<file path="src/rtl/sar_adc_pkg.sv">
// shared constants and types for the successive-approximation converter sequencer
// assumes a single bus clock; the converter clock is a divided tick of it
package sar_adc_pkg;
    localparam logic [15:0] SC_OFFSET = 16'h0038;
    localparam logic [15:0] DATA_OFFSET = 16'h0039;
    localparam int DONE_BIT = 7;
    localparam int IRQEN_BIT = 6;
    localparam int REPEAT_BIT = 5;
    localparam logic [7:0] SC_RESET = 8'h1F;
    localparam logic [7:0] DATA_RESET = 8'h00;
    localparam logic [4:0] SEL_LAST_PIN = 5'h0E;
    localparam logic [4:0] SEL_HIGH_REF = 5'h1D;
    localparam logic [4:0] SEL_LOW_REF = 5'h1E;
    localparam logic [4:0] SEL_POWER_OFF = 5'h1F;
    localparam logic [7:0] TRIAL_START = 8'h80;
    localparam logic [3:0] CONV_LAST_STEP = 4'hF;
    localparam int CONV_CLOCKS = 16;
    localparam int RESULT_BITS = 8;
    localparam int NUM_CHANNELS = 15;
    localparam int ADC_DIV_DEFAULT = 40;

    typedef struct packed {
        logic [15:0] addr;
        logic [7:0] wdata;
        logic wr;
        logic rd;
    } reg_req_t;

    typedef enum logic [1:0] {
        ST_IDLE,
        ST_ARMED,
        ST_CONVERT
    } conv_state_t;
endpackage : sar_adc_pkg

</file>
<file path="src/rtl/sar_adc_sequencer.sv">
// converter control: register port, sequencing, pin override, result and done/irq
// assumes an external comparator answering comparator_i for trial_code_o each cycle
//
// Notes on behaviour
// - a conversion lasts sixteen converter clock periods.
// - a control write starts conversion at the next converter clock edge.
// - write-to-result latency is at most seventeen converter periods.
// - at the end the result is stored and flag or interrupt is raised on the same edge.
// - the selected pin is forced to analog input; port writes cannot drive it.
// - unselected shared pins stay under ordinary port control.
// - reading a converter pin returns 0 if direction 0, else the latch.
// - code saturates at full scale above high, zero below low reference.
// - binary search gives a monotonic 8-bit code without missing codes.
// - continuous mode reconverts until cleared, overwriting unread results.
// - done flag sets each conversion without interrupt enable; control write or data read clears it.
// - with interrupt enable, each conversion raises an interrupt; flag stays 0.
// - the converter keeps running in wait mode and its interrupt wakes.
// - stop mode aborts any conversion; afterwards the sequencer stays idle until a control write.
// - at most one of fifteen pin channels feeds the converter; none for codes above 0E.
// - select codes 0-14 pins, 1D high ref, 1E low ref, 1F power off.
// - the pending interrupt drops on data read or control write.
`timescale 1ns/1ps
module sar_adc_sequencer #(
    parameter int ADC_DIV = sar_adc_pkg::ADC_DIV_DEFAULT
) (
    input wire logic clk_i,
    input wire logic reset_i,
    input wire sar_adc_pkg::reg_req_t reg_req_i,
    output logic [7:0] rd_data_o,
    input wire logic stop_mode_i,
    input wire logic wait_mode_i,
    input wire logic comparator_i,
    output logic [7:0] trial_code_o,
    output logic sample_o,
    output logic [4:0] input_select_o,
    output logic converter_power_o,
    output logic [14:0] analog_select_o,
    input wire logic [14:0] port_latch_i,
    input wire logic [14:0] port_dir_i,
    input wire logic [14:0] port_pin_i,
    output logic [14:0] port_read_o,
    output logic [14:0] port_drive_o,
    output logic [14:0] port_oe_o,
    output logic irq_o,
    output logic wake_o
);
    localparam int DIV_W = $clog2(ADC_DIV);

    // the divider needs at least two states to make a tick
    if (ADC_DIV < 2) begin : g_div_check
        $error("ADC_DIV must be at least 2");
    end

    logic [4:0] select_reg;
    logic irq_enable_reg;
    logic repeat_reg;
    logic done_flag_reg;
    logic irq_pending_reg;
    logic [7:0] data_reg;
    logic [7:0] trial_reg;
    logic [7:0] trial_next;
    logic [7:0] rd_data_reg;
    logic [3:0] step_reg;
    logic [DIV_W-1:0] div_reg;
    logic sample_reg;
    sar_adc_pkg::conv_state_t state_reg;

    logic sc_write;
    logic data_read;
    logic tick;
    logic powered;
    logic done_pulse;
    logic [2:0] bit_pos;

    assign sc_write = reg_req_i.wr && (reg_req_i.addr == sar_adc_pkg::SC_OFFSET);
    assign data_read = reg_req_i.rd && (reg_req_i.addr == sar_adc_pkg::DATA_OFFSET);
    assign powered = (select_reg != sar_adc_pkg::SEL_POWER_OFF);
    assign tick = (div_reg == DIV_W'(ADC_DIV - 1));
    assign done_pulse = (state_reg == sar_adc_pkg::ST_CONVERT) && tick && !stop_mode_i
        && (step_reg == sar_adc_pkg::CONV_LAST_STEP);

    // converter clock as a divided tick; held still in stop mode
    always_ff @(posedge clk_i) begin
        if (reset_i || stop_mode_i) begin
            div_reg <= '0;
        end else if (tick) begin
            div_reg <= '0;
        end else begin
            div_reg <= div_reg + 1'b1;
        end
    end

    // control fields
    always_ff @(posedge clk_i) begin
        if (reset_i) begin
            select_reg <= sar_adc_pkg::SC_RESET[4:0];
            irq_enable_reg <= sar_adc_pkg::SC_RESET[sar_adc_pkg::IRQEN_BIT];
            repeat_reg <= sar_adc_pkg::SC_RESET[sar_adc_pkg::REPEAT_BIT];
        end else if (sc_write) begin
            select_reg <= reg_req_i.wdata[4:0];
            irq_enable_reg <= reg_req_i.wdata[sar_adc_pkg::IRQEN_BIT];
            repeat_reg <= reg_req_i.wdata[sar_adc_pkg::REPEAT_BIT];
        end
    end

    // one binary-search step per tick over the first eight steps
    always_comb begin
        bit_pos = 3'(7 - int'(step_reg[2:0]));
        trial_next = trial_reg;
        if (!step_reg[3]) begin
            trial_next[bit_pos] = comparator_i;
            if (bit_pos != 3'h0) begin
                trial_next[bit_pos - 3'h1] = 1'b1;
            end
        end
    end

    // sequencer; a newer write restarts, stop or power-off aborts
    always_ff @(posedge clk_i) begin
        if (reset_i) begin
            state_reg <= sar_adc_pkg::ST_IDLE;
            step_reg <= '0;
            trial_reg <= sar_adc_pkg::TRIAL_START;
            sample_reg <= 1'b0;
        end else if (stop_mode_i) begin
            state_reg <= sar_adc_pkg::ST_IDLE;
            step_reg <= '0;
            sample_reg <= 1'b0;
        end else if (!sc_write && !powered) begin
            state_reg <= sar_adc_pkg::ST_IDLE;
            step_reg <= '0;
            sample_reg <= 1'b0;
        end else if (sc_write) begin
            // the new select decides, so a write that powers up also starts
            if (reg_req_i.wdata[4:0] == sar_adc_pkg::SEL_POWER_OFF) begin
                state_reg <= sar_adc_pkg::ST_IDLE;
            end else begin
                state_reg <= sar_adc_pkg::ST_ARMED;
            end
            step_reg <= '0;
            sample_reg <= 1'b0;
        end else begin
            case (state_reg)
                sar_adc_pkg::ST_IDLE: begin
                    sample_reg <= 1'b0;
                end
                sar_adc_pkg::ST_ARMED: begin
                    // at most one tick period of wait before sampling
                    if (tick) begin
                        state_reg <= sar_adc_pkg::ST_CONVERT;
                        step_reg <= '0;
                        trial_reg <= sar_adc_pkg::TRIAL_START;
                        sample_reg <= 1'b1;
                    end
                end
                sar_adc_pkg::ST_CONVERT: begin
                    if (tick) begin
                        sample_reg <= 1'b0;
                        if (done_pulse) begin
                            step_reg <= '0;
                            trial_reg <= sar_adc_pkg::TRIAL_START;
                            if (repeat_reg) begin
                                sample_reg <= 1'b1;
                            end else begin
                                state_reg <= sar_adc_pkg::ST_IDLE;
                            end
                        end else begin
                            step_reg <= step_reg + 4'h1;
                            trial_reg <= trial_next;
                        end
                    end
                end
                default: begin
                    state_reg <= sar_adc_pkg::ST_IDLE;
                end
            endcase
        end
    end

    // result and notification on one edge, so software sees them together
    always_ff @(posedge clk_i) begin
        if (reset_i) begin
            data_reg <= sar_adc_pkg::DATA_RESET;
        end else if (done_pulse) begin
            data_reg <= trial_next;
        end
    end

    // set wins over a clear in the same cycle
    always_ff @(posedge clk_i) begin
        if (reset_i) begin
            done_flag_reg <= 1'b0;
        end else if (done_pulse && !irq_enable_reg) begin
            done_flag_reg <= 1'b1;
        end else if (sc_write || data_read) begin
            done_flag_reg <= 1'b0;
        end
    end

    always_ff @(posedge clk_i) begin
        if (reset_i) begin
            irq_pending_reg <= 1'b0;
        end else if (done_pulse && irq_enable_reg) begin
            irq_pending_reg <= 1'b1;
        end else if (sc_write || data_read) begin
            irq_pending_reg <= 1'b0;
        end
    end

    // read data stand only in the cycle after the strobe
    always_ff @(posedge clk_i) begin
        if (reset_i || !reg_req_i.rd) begin
            rd_data_reg <= '0;
        end else if (reg_req_i.addr == sar_adc_pkg::SC_OFFSET) begin
            rd_data_reg <= {done_flag_reg, irq_enable_reg, repeat_reg, select_reg};
        end else if (data_read) begin
            rd_data_reg <= data_reg;
        end else begin
            rd_data_reg <= '0;
        end
    end

    // pin sharing; code above the last pin selects no pin at all
    always_comb begin
        analog_select_o = '0;
        if (powered && select_reg <= sar_adc_pkg::SEL_LAST_PIN) begin
            analog_select_o[select_reg[3:0]] = 1'b1;
        end
    end

    assign port_oe_o = port_dir_i & ~analog_select_o;
    assign port_drive_o = port_latch_i;
    // analog pin reads latch or 0, never the pin level
    assign port_read_o = (port_dir_i & port_latch_i)
        | (~port_dir_i & ~analog_select_o & port_pin_i);

    assign rd_data_o = rd_data_reg;
    assign trial_code_o = trial_reg;
    assign sample_o = sample_reg;
    assign input_select_o = select_reg;
    assign converter_power_o = powered && !stop_mode_i;
    assign irq_o = irq_pending_reg;
    // wait mode leaves the sequencer running; the interrupt is the wake source
    assign wake_o = irq_pending_reg && wait_mode_i;
endmodule : sar_adc_sequencer

</file>
<file path="config.mk">
export PLATFORM = sky130hd
export DESIGN_NAME = sar_adc_sequencer
export DESIGN_NICKNAME = d
export VERILOG_FILES = /design/src/rtl/sar_adc_pkg.sv /design/src/rtl/sar_adc_sequencer.sv
export SDC_FILE = /design/constraint.sdc
export NUM_CORES = 1
export LEC_CHECK = 0
export ABC_AREA = 1
export ABC_CLOCK_PERIOD_IN_PS = 3100
export BUFFER_PORTS_ARGS = -buffer_cell sky130_fd_sc_hd__buf_2
export CAP_MARGIN = 25
export CORE_AREA = 2 2 82 84
export DETAILED_ROUTE_END_ITERATION = 12
export DIE_AREA = 0 0 84 86
export PLACE_DENSITY_LB_ADDON = 0.05
export SLEW_MARGIN = 5
export SYNTH_ARGS = -nofsm -noshare
export SYNTH_HDL_FRONTEND = slang
export SYNTH_SLANG_ARGS = --single-unit
</file>
<file path="constraint.sdc">
create_clock -name clk_i -period 3.1 [get_ports clk_i]
set_input_delay 0 -clock clk_i [delete_from_list [all_inputs] [get_ports clk_i]]
set_output_delay 0 -clock clk_i [all_outputs]
set_load 0.05 [all_outputs]
</file>
==> results.md, run 1 <==
- Max capacitance violation total: 0
- Core Area: 0.00628 mm2
- Clock Path Buffers: 2
- Antenna cells: 0
- Sw Share: 0.327
- First DRT Iteration DRCs: 154
- Startpoint Class: flip-flop
- Setup ws final: 1.28 ns
- Synth top cells by count: 89 x nand2_1, 84 x nor2_1, 75 x inv_1, 46 x dfxtp_1, 42 x o21ai_0
- Mapped cell area: 0.00301 mm2
- DRC errors left: 0
- Arrival @ worst endpoint: 2.05 ns
- Placed wire-length estimate: 7.18 mm
- Post-Place Cell Area: 0.00375 mm2
- Final instance area: 0.00389 mm2
- Worst Tran Pin Value: 0.565 ns
- Initial Util: 0.480
- Post-synthesis area per instance: 6.24 um2
- Synthesis-to-layout area growth: 29.3%
- Crit end category: flip-flop
- Final GP Congestion: 0.957
- Crit path largest cell delay: 0.40 ns
- Number of post-CTS setup repair buffers: 0
- F_max: 0.549 GHz
- Pint: 829 uW
- Net Sw Power: 403 uW
- Sequential area share after synthesis: 0.306
- Ports: 161
- Distinct cells, synth: 32
- CTS Buf Count: 5
- Clock skew: 0.0126 ns
- Final period util: 0.587
- Clock power share: 0.297
- Hold WS: 0.0380 ns
- Most frequent CP cell: inv_1
- Fill cells: 637
- TritonCTS Sinks: 46
- EDFF count, synth: 0
- PD cells: 317 mW/mm2
- Dpl cells: 696
- Ys Warns: 0
- Critical Path RT: 3.33 ns
- Final min period: 1.82 ns
- Root Buffer: clkbuf_8
- Reg power frac: 0.481
- Pins over their slew limit: 0
- Largest area contributor in the netlist: dfxtp_1
- Synth Net Count: 567
- RSZ-0062 raised after global routing: no
- Endpoints failing setup: 0
- Vias post-DR: 3467
- VDD IR-drop max: 0.221 mV
- Final Hold Fails: 0
- Synth top area share: 0.306
- Total power draw: 1.23 mW
- Port Buf Inserts: 159
- Pin count of the biggest net entering global routing: 17
- Syn Inst Count: 483
- NumNets Final: 716
- Worst-Skew Late Latency: 0.30 ns
- Worst slack at placement: 1.32 ns
- Most frequent cell after synthesis: nand2_1
- All-layer global routing usage: 0.240
- Routed Antenna Nets: 0
- Lkg Pwr: 2.02 nW
- Initial antenna violation count: 0
- Via density: 4.88
- Delay-heaviest family, CP: compound AO/OA/AOI/OAI gates
- Number of core rows: 29
- Buf/Inv on CP: 3
- Total global routing overflow: 0
- Clock slew at reported path FFs: 0.08 ns
- Worst-path maximum fanout: 10
- Global-route wire length before repair: 14.3 mm
- Die ar.: 0.00722 mm2
- Status: finished clean
- Share of layout cells above drive strength 1: 0.292
- Final Instance Count excl. Fillers: 710
- Chip height: 86 um
- Seq cells post-synth: 46
- Worst hold path type: primary input to flip-flop
- Iteration count of the initial detailed-routing pass: 4
- Die X: 84 um
- Async SR Flop Fraction: 0
- Area contributors post-synth: dfxtp_1 31%, nand2_1 11%, nor2_1 10%
- Vias in the first global route: 3167
- Routed WL: 8.83 mm
- CTS tree: done
- Routed wire per std cell: 12.4 um
- Slew HR: 0.619
- Most used DFF post-synth: dfxtp_1
- Fin util: 0.620
- TNS Setup: 0 ns
- Combinational share of power: 0.222
- Crit-path cells: inv_1 > ha_1 > inv_1 > a21oi_1 > inv_1 > nand2_1 > nand3_1 > a21oi_1
- Worst setup path class: flip-flop to flip-flop
- Slowest-stage cell, CP: a21oi_1
- H-Tree Depth: 2
==> worst paths after layout <==
check	start	to	slack (ns)	cells after the start
hold reg to reg	div_reg[0]	div_reg[0]	0.45	1
hold / removal	reg_req_i[7]	repeat_reg	0.04	3
setup reg to reg	state_reg[0]	state_reg[0]	1.28	8
setup / recovery	state_reg[0]	state_reg[0]	1.28	8
==> area by class of cell <==
type | instances | area (um2) | share of cell area
well taps | 77 | 96.3 | 0.0247
inverters | 79 | 297 | 0.0762
flip-flops and latches | 46 | 921 | 0.237
clock inverters | 3 | 18.8 | 0.00482
clock buffers | 5 | 68.8 | 0.0177
multi-input cells | 335 | 1640 | 0.420
repair buffers | 165 | 856 | 0.220
==> routing by layer <==
metal	part of all wire	vias up	track usage
met2	0.50	101	0.448
met5	0	-	0
met1	0.42	1539	0.274
met3	0.046	15	0.0366
li1	-	1812	-
met4	0.026	0	0.0982
==> cell usage in the layout (no fill, tap or decap), types with 5 or more instances in the layout <==
cell,count
nand2_1,89
nor3_1,6
dfxtp_1,46
ha_1,8
a21oi_1,27
o21ai_0,42
buf_2,159
dlygate4sd3_1,6
nand3b_1,9
nand3_1,38
clkbuf_8,5
nor2_1,84
inv_1,75
nor2_2,5
==> power groups by stage <==
stage | clock network [mW] | registers [mW] | logic (mW)
after global routing | 0.403 | 0.593 | 0.292
after CTS | 0.382 | 0.592 | 0.275
after global placement | 0 | 0.606 | 0.266
final | 0.366 | 0.592 | 0.274
after floorplan | 0 | 0.606 | 0.187
after detailed placement | 0 | 0.606 | 0.268
==> kinds of logic after synthesis <==
family | share of synthesized area
adder cells (fa/ha/maj) | 0.0332
buffers and inverters | 0.151
AND/OR/NAND/NOR | 0.366
flip-flops | 0.306
AO/OA/AOI/OAI | 0.136
XOR/XNOR | 0.00873
==> tightest hold or removal path: stages <==
cell     delay [ns]
buf_2          0.09
o21ai_0        0.09
a21oi_1        0.11
==> what timing repair did <==
item / CTS / global route
gates resized for setup: 0 / 0
hold buffers: 6 / 0
hold endpoints to repair: 6 / 0
No activity file was read; power rests on OpenSTA's default activity.
==> inputs of run 2 (changes only) <==
--- a/config.mk
+++ b/config.mk
@@ -6,12 +6,12 @@
 export NUM_CORES = 1
 export LEC_CHECK = 0
 export ABC_AREA = 1
-export ABC_CLOCK_PERIOD_IN_PS = 3100
+export ABC_CLOCK_PERIOD_IN_PS = 1700
 export BUFFER_PORTS_ARGS = -buffer_cell sky130_fd_sc_hd__buf_2
 export CAP_MARGIN = 25
-export CORE_AREA = 2 2 82 84
+export CORE_AREA = 2 2 84 86
 export DETAILED_ROUTE_END_ITERATION = 12
-export DIE_AREA = 0 0 84 86
+export DIE_AREA = 0 0 86 88
 export PLACE_DENSITY_LB_ADDON = 0.05
 export SLEW_MARGIN = 5
 export SYNTH_ARGS = -nofsm -noshare
==> constraint.sdc (replaced) <==
create_clock -name clk_i -period 1.7 [get_ports clk_i]
set_input_delay 0 -clock clk_i [delete_from_list [all_inputs] [get_ports clk_i]]
set_output_delay 0 -clock clk_i [all_outputs]
set_load 0.05 [all_outputs]
==> results.md, run 2 (synthesized netlist as in run 1, its figures left out) <==
- Status: finished clean
- Chip height: 88 um (+2.3%)
- Max capacitance violation total: 0 (unchanged)
- Arrival @ worst endpoint: 1.79 ns (-0.26 ns)
- Crit end category: flip-flop
- Iteration count of the initial detailed-routing pass: 4 (unchanged)
- VDD IR-drop max: 0.485 mV (+120%)
- Worst-Skew Late Latency: 0.30 ns (about the same)
- Ports: 161 (unchanged)
- NumNets Final: 725 (+1.3%)
- Final period util: 0.934 (+0.347)
- Worst Tran Pin Value: 0.533 ns (-0.0321 ns)
- Worst-path maximum fanout: 8 (-2)
- Startpoint Class: flip-flop
- Vias in the first global route: 3145 (-0.69%)
- First DRT Iteration DRCs: 171 (+11%)
- Pins over their slew limit: 0 (unchanged)
- Fill cells: 657 (+3.1%)
- Worst hold path type: primary input to flip-flop
- Most frequent cells in the layout: 159 x buf_2, 89 x nand2_1, 74 x inv_1
- Via density: 4.85 (-0.67%)
- Metal3 WL: 510 um (+26%)
- Final Hold Fails: 0 (unchanged)
- Root Buffer: clkbuf_8
- Port Buf Inserts: 159 (unchanged)
- Global-route wire length before repair: 14.1 mm (-1.0%)
- Hold WS: 0.0682 ns (+0.0303 ns)
- F_max: 0.630 GHz (+15%)
- CTS Buf Count: 5 (unchanged)
- Lkg Pwr: 2.08 nW (+2.8%)
- Routed wire per std cell: 12.6 um (+1.2%)
- Core Area: 0.00664 mm2 (+5.8%)
- Critical Path RT: 1.90 ns (-1.43 ns)
- DR WL met2: 4.72 mm (+5.9%)
- Worst setup path class: flip-flop to flip-flop
- CTS tree: done
- Routed WL: 9.09 mm (+2.9%)
- Placed wire-length estimate: 7.31 mm (+1.8%)
- Post-Place Cell Area: 0.00397 mm2 (+6.0%)
- Die ar.: 0.00757 mm2 (+4.8%)
- M1 wire length: 3.72 mm (-0.46%)
- TritonCTS Sinks: 46 (unchanged)
- Initial antenna violation count: 0 (unchanged)
- Initial Util: 0.453 (-0.0265)
- All-layer global routing usage: 0.227 (-0.0128)
- Routed Antenna Nets: 0 (unchanged)
- Total global routing overflow: 0 (unchanged)
- H-Tree Depth: 2 (unchanged)
- Die X: 86 um (+2.4%)
- Synthesis-to-layout area growth: 38.6%
- Number of core rows: 30 (+3.4%)
- Total power draw: 2.30 mW (+87%)
- Clock Path Buffers: 2 (unchanged)
- Clock skew: 0.00648 ns (-0.00614 ns)
- Antenna cells: 0 (unchanged)
- Share of layout cells above drive strength 1: 0.372 (+0.0800)
- Vias post-DR: 3502 (+1.0%)
- Slew HR: 0.641 (+0.0216)
- Clock slew at reported path FFs: 0.10 ns (+0.02 ns)
- Most common cell after layout, fill and taps aside: buf_2
- Top layer used by detailed routing: met4
- Final min period: 1.59 ns (-0.232 ns)
- Pin count of the biggest net entering global routing: 17 (unchanged)
- Final instance area: 0.00418 mm2 (+7.2%)
- Final GP Congestion: 1.01 (+5.6%)
- DRC errors left: 0 (unchanged)
- Endpoints failing setup: 0 (unchanged)
- PD cells: 552 mW/mm2 (+74%)
## run 2: cell count changes in the layout (fill, tap and decap cells not counted), moves of 7 or more
cell	previous run	this run
nor2_1	84	67
o21ai_0	42	30
dfxtp_1	46	36
dfxtp_2	0	10
nor2_4	3	13
o21ai_2	0	10
buf_4	0	8
nor2_2	5	12
## run 2: per-layer routing
| layer | vias up | GRT usage |
|---|---|---|
| met2 | 112 | 0.436 |
| li1 | 1828 | - |
| met4 | 0 | 0.0577 |
| met5 | - | 0 |
| met3 | 12 | 0.0349 |
| met1 | 1550 | 0.263 |
## run 2: layout make-up
class	count	area [um2]	area share
Multi-Input combinational cell	335	1820	0.437
Sequential cell	46	933	0.224
Timing Repair Buffer	174	926	0.222
Inverter	79	299	0.0716
Tap cell	80	100	0.0240
Clock buffer	5	68.8	0.0165
Clock inverter	3	23.8	0.00569
## run 2: path summary, 6_finish.rpt
path / start / endpoint / slack (ns) / cells past startpoint
setup / recovery: div_reg[0] / data_reg[4] / 0.11 / 8
hold / removal: stop_mode_i / div_reg[2] / 0.07 / 4
setup reg to reg: div_reg[0] / data_reg[4] / 0.11 / 8
hold reg to reg: div_reg[0] / div_reg[0] / 0.42 / 1
## run 2: power breakdown
group / leakage, nW / internal (mW) / switching (mW) / total [mW]
clock: 0.0408 / 0.295 / 0.403 / 0.698
sequential: 0.371 / 1.08 / 0.00151 / 1.08
combinational: 1.67 / 0.158 / 0.367 / 0.526
## run 2: worst max-delay path: stages, from the launching register on
cell and delay [ns]:
dfxtp_2 0.35, ha_2 0.20, nand3_2 0.10, nor2_4 0.16
nand2_1 0.13, nor2_4 0.19, inv_1 0.13, nor2_1 0.17
nor2_1 0.06
## run 2: through the flow
stage | worst slack (ns) | cells | setup TNS, ns | util
after global placement | 0.0986 | 705 | 0 | 0.598
after floorplan | -0.00371 | 483 | -0.00371 | -
after detailed placement | 0.0818 | 705 | 0 | 0.598
after CTS | 0.0473 | 720 | 0 | 0.622
final | 0.112 | 722 | 0 | 0.628
after global routing | -0.0307 | 722 | -0.0314 | 0.628
## run 2: timing repair
| item | CTS | global route |
|---|---|---|
| buffers inserted | 0 | 2 |
| hold buffers | 7 | 0 |
| hold endpoints to repair | 7 | 0 |
| gates resized for setup | 0 | 13 |
| endpoints found under the setup margin | 0 | 17 |
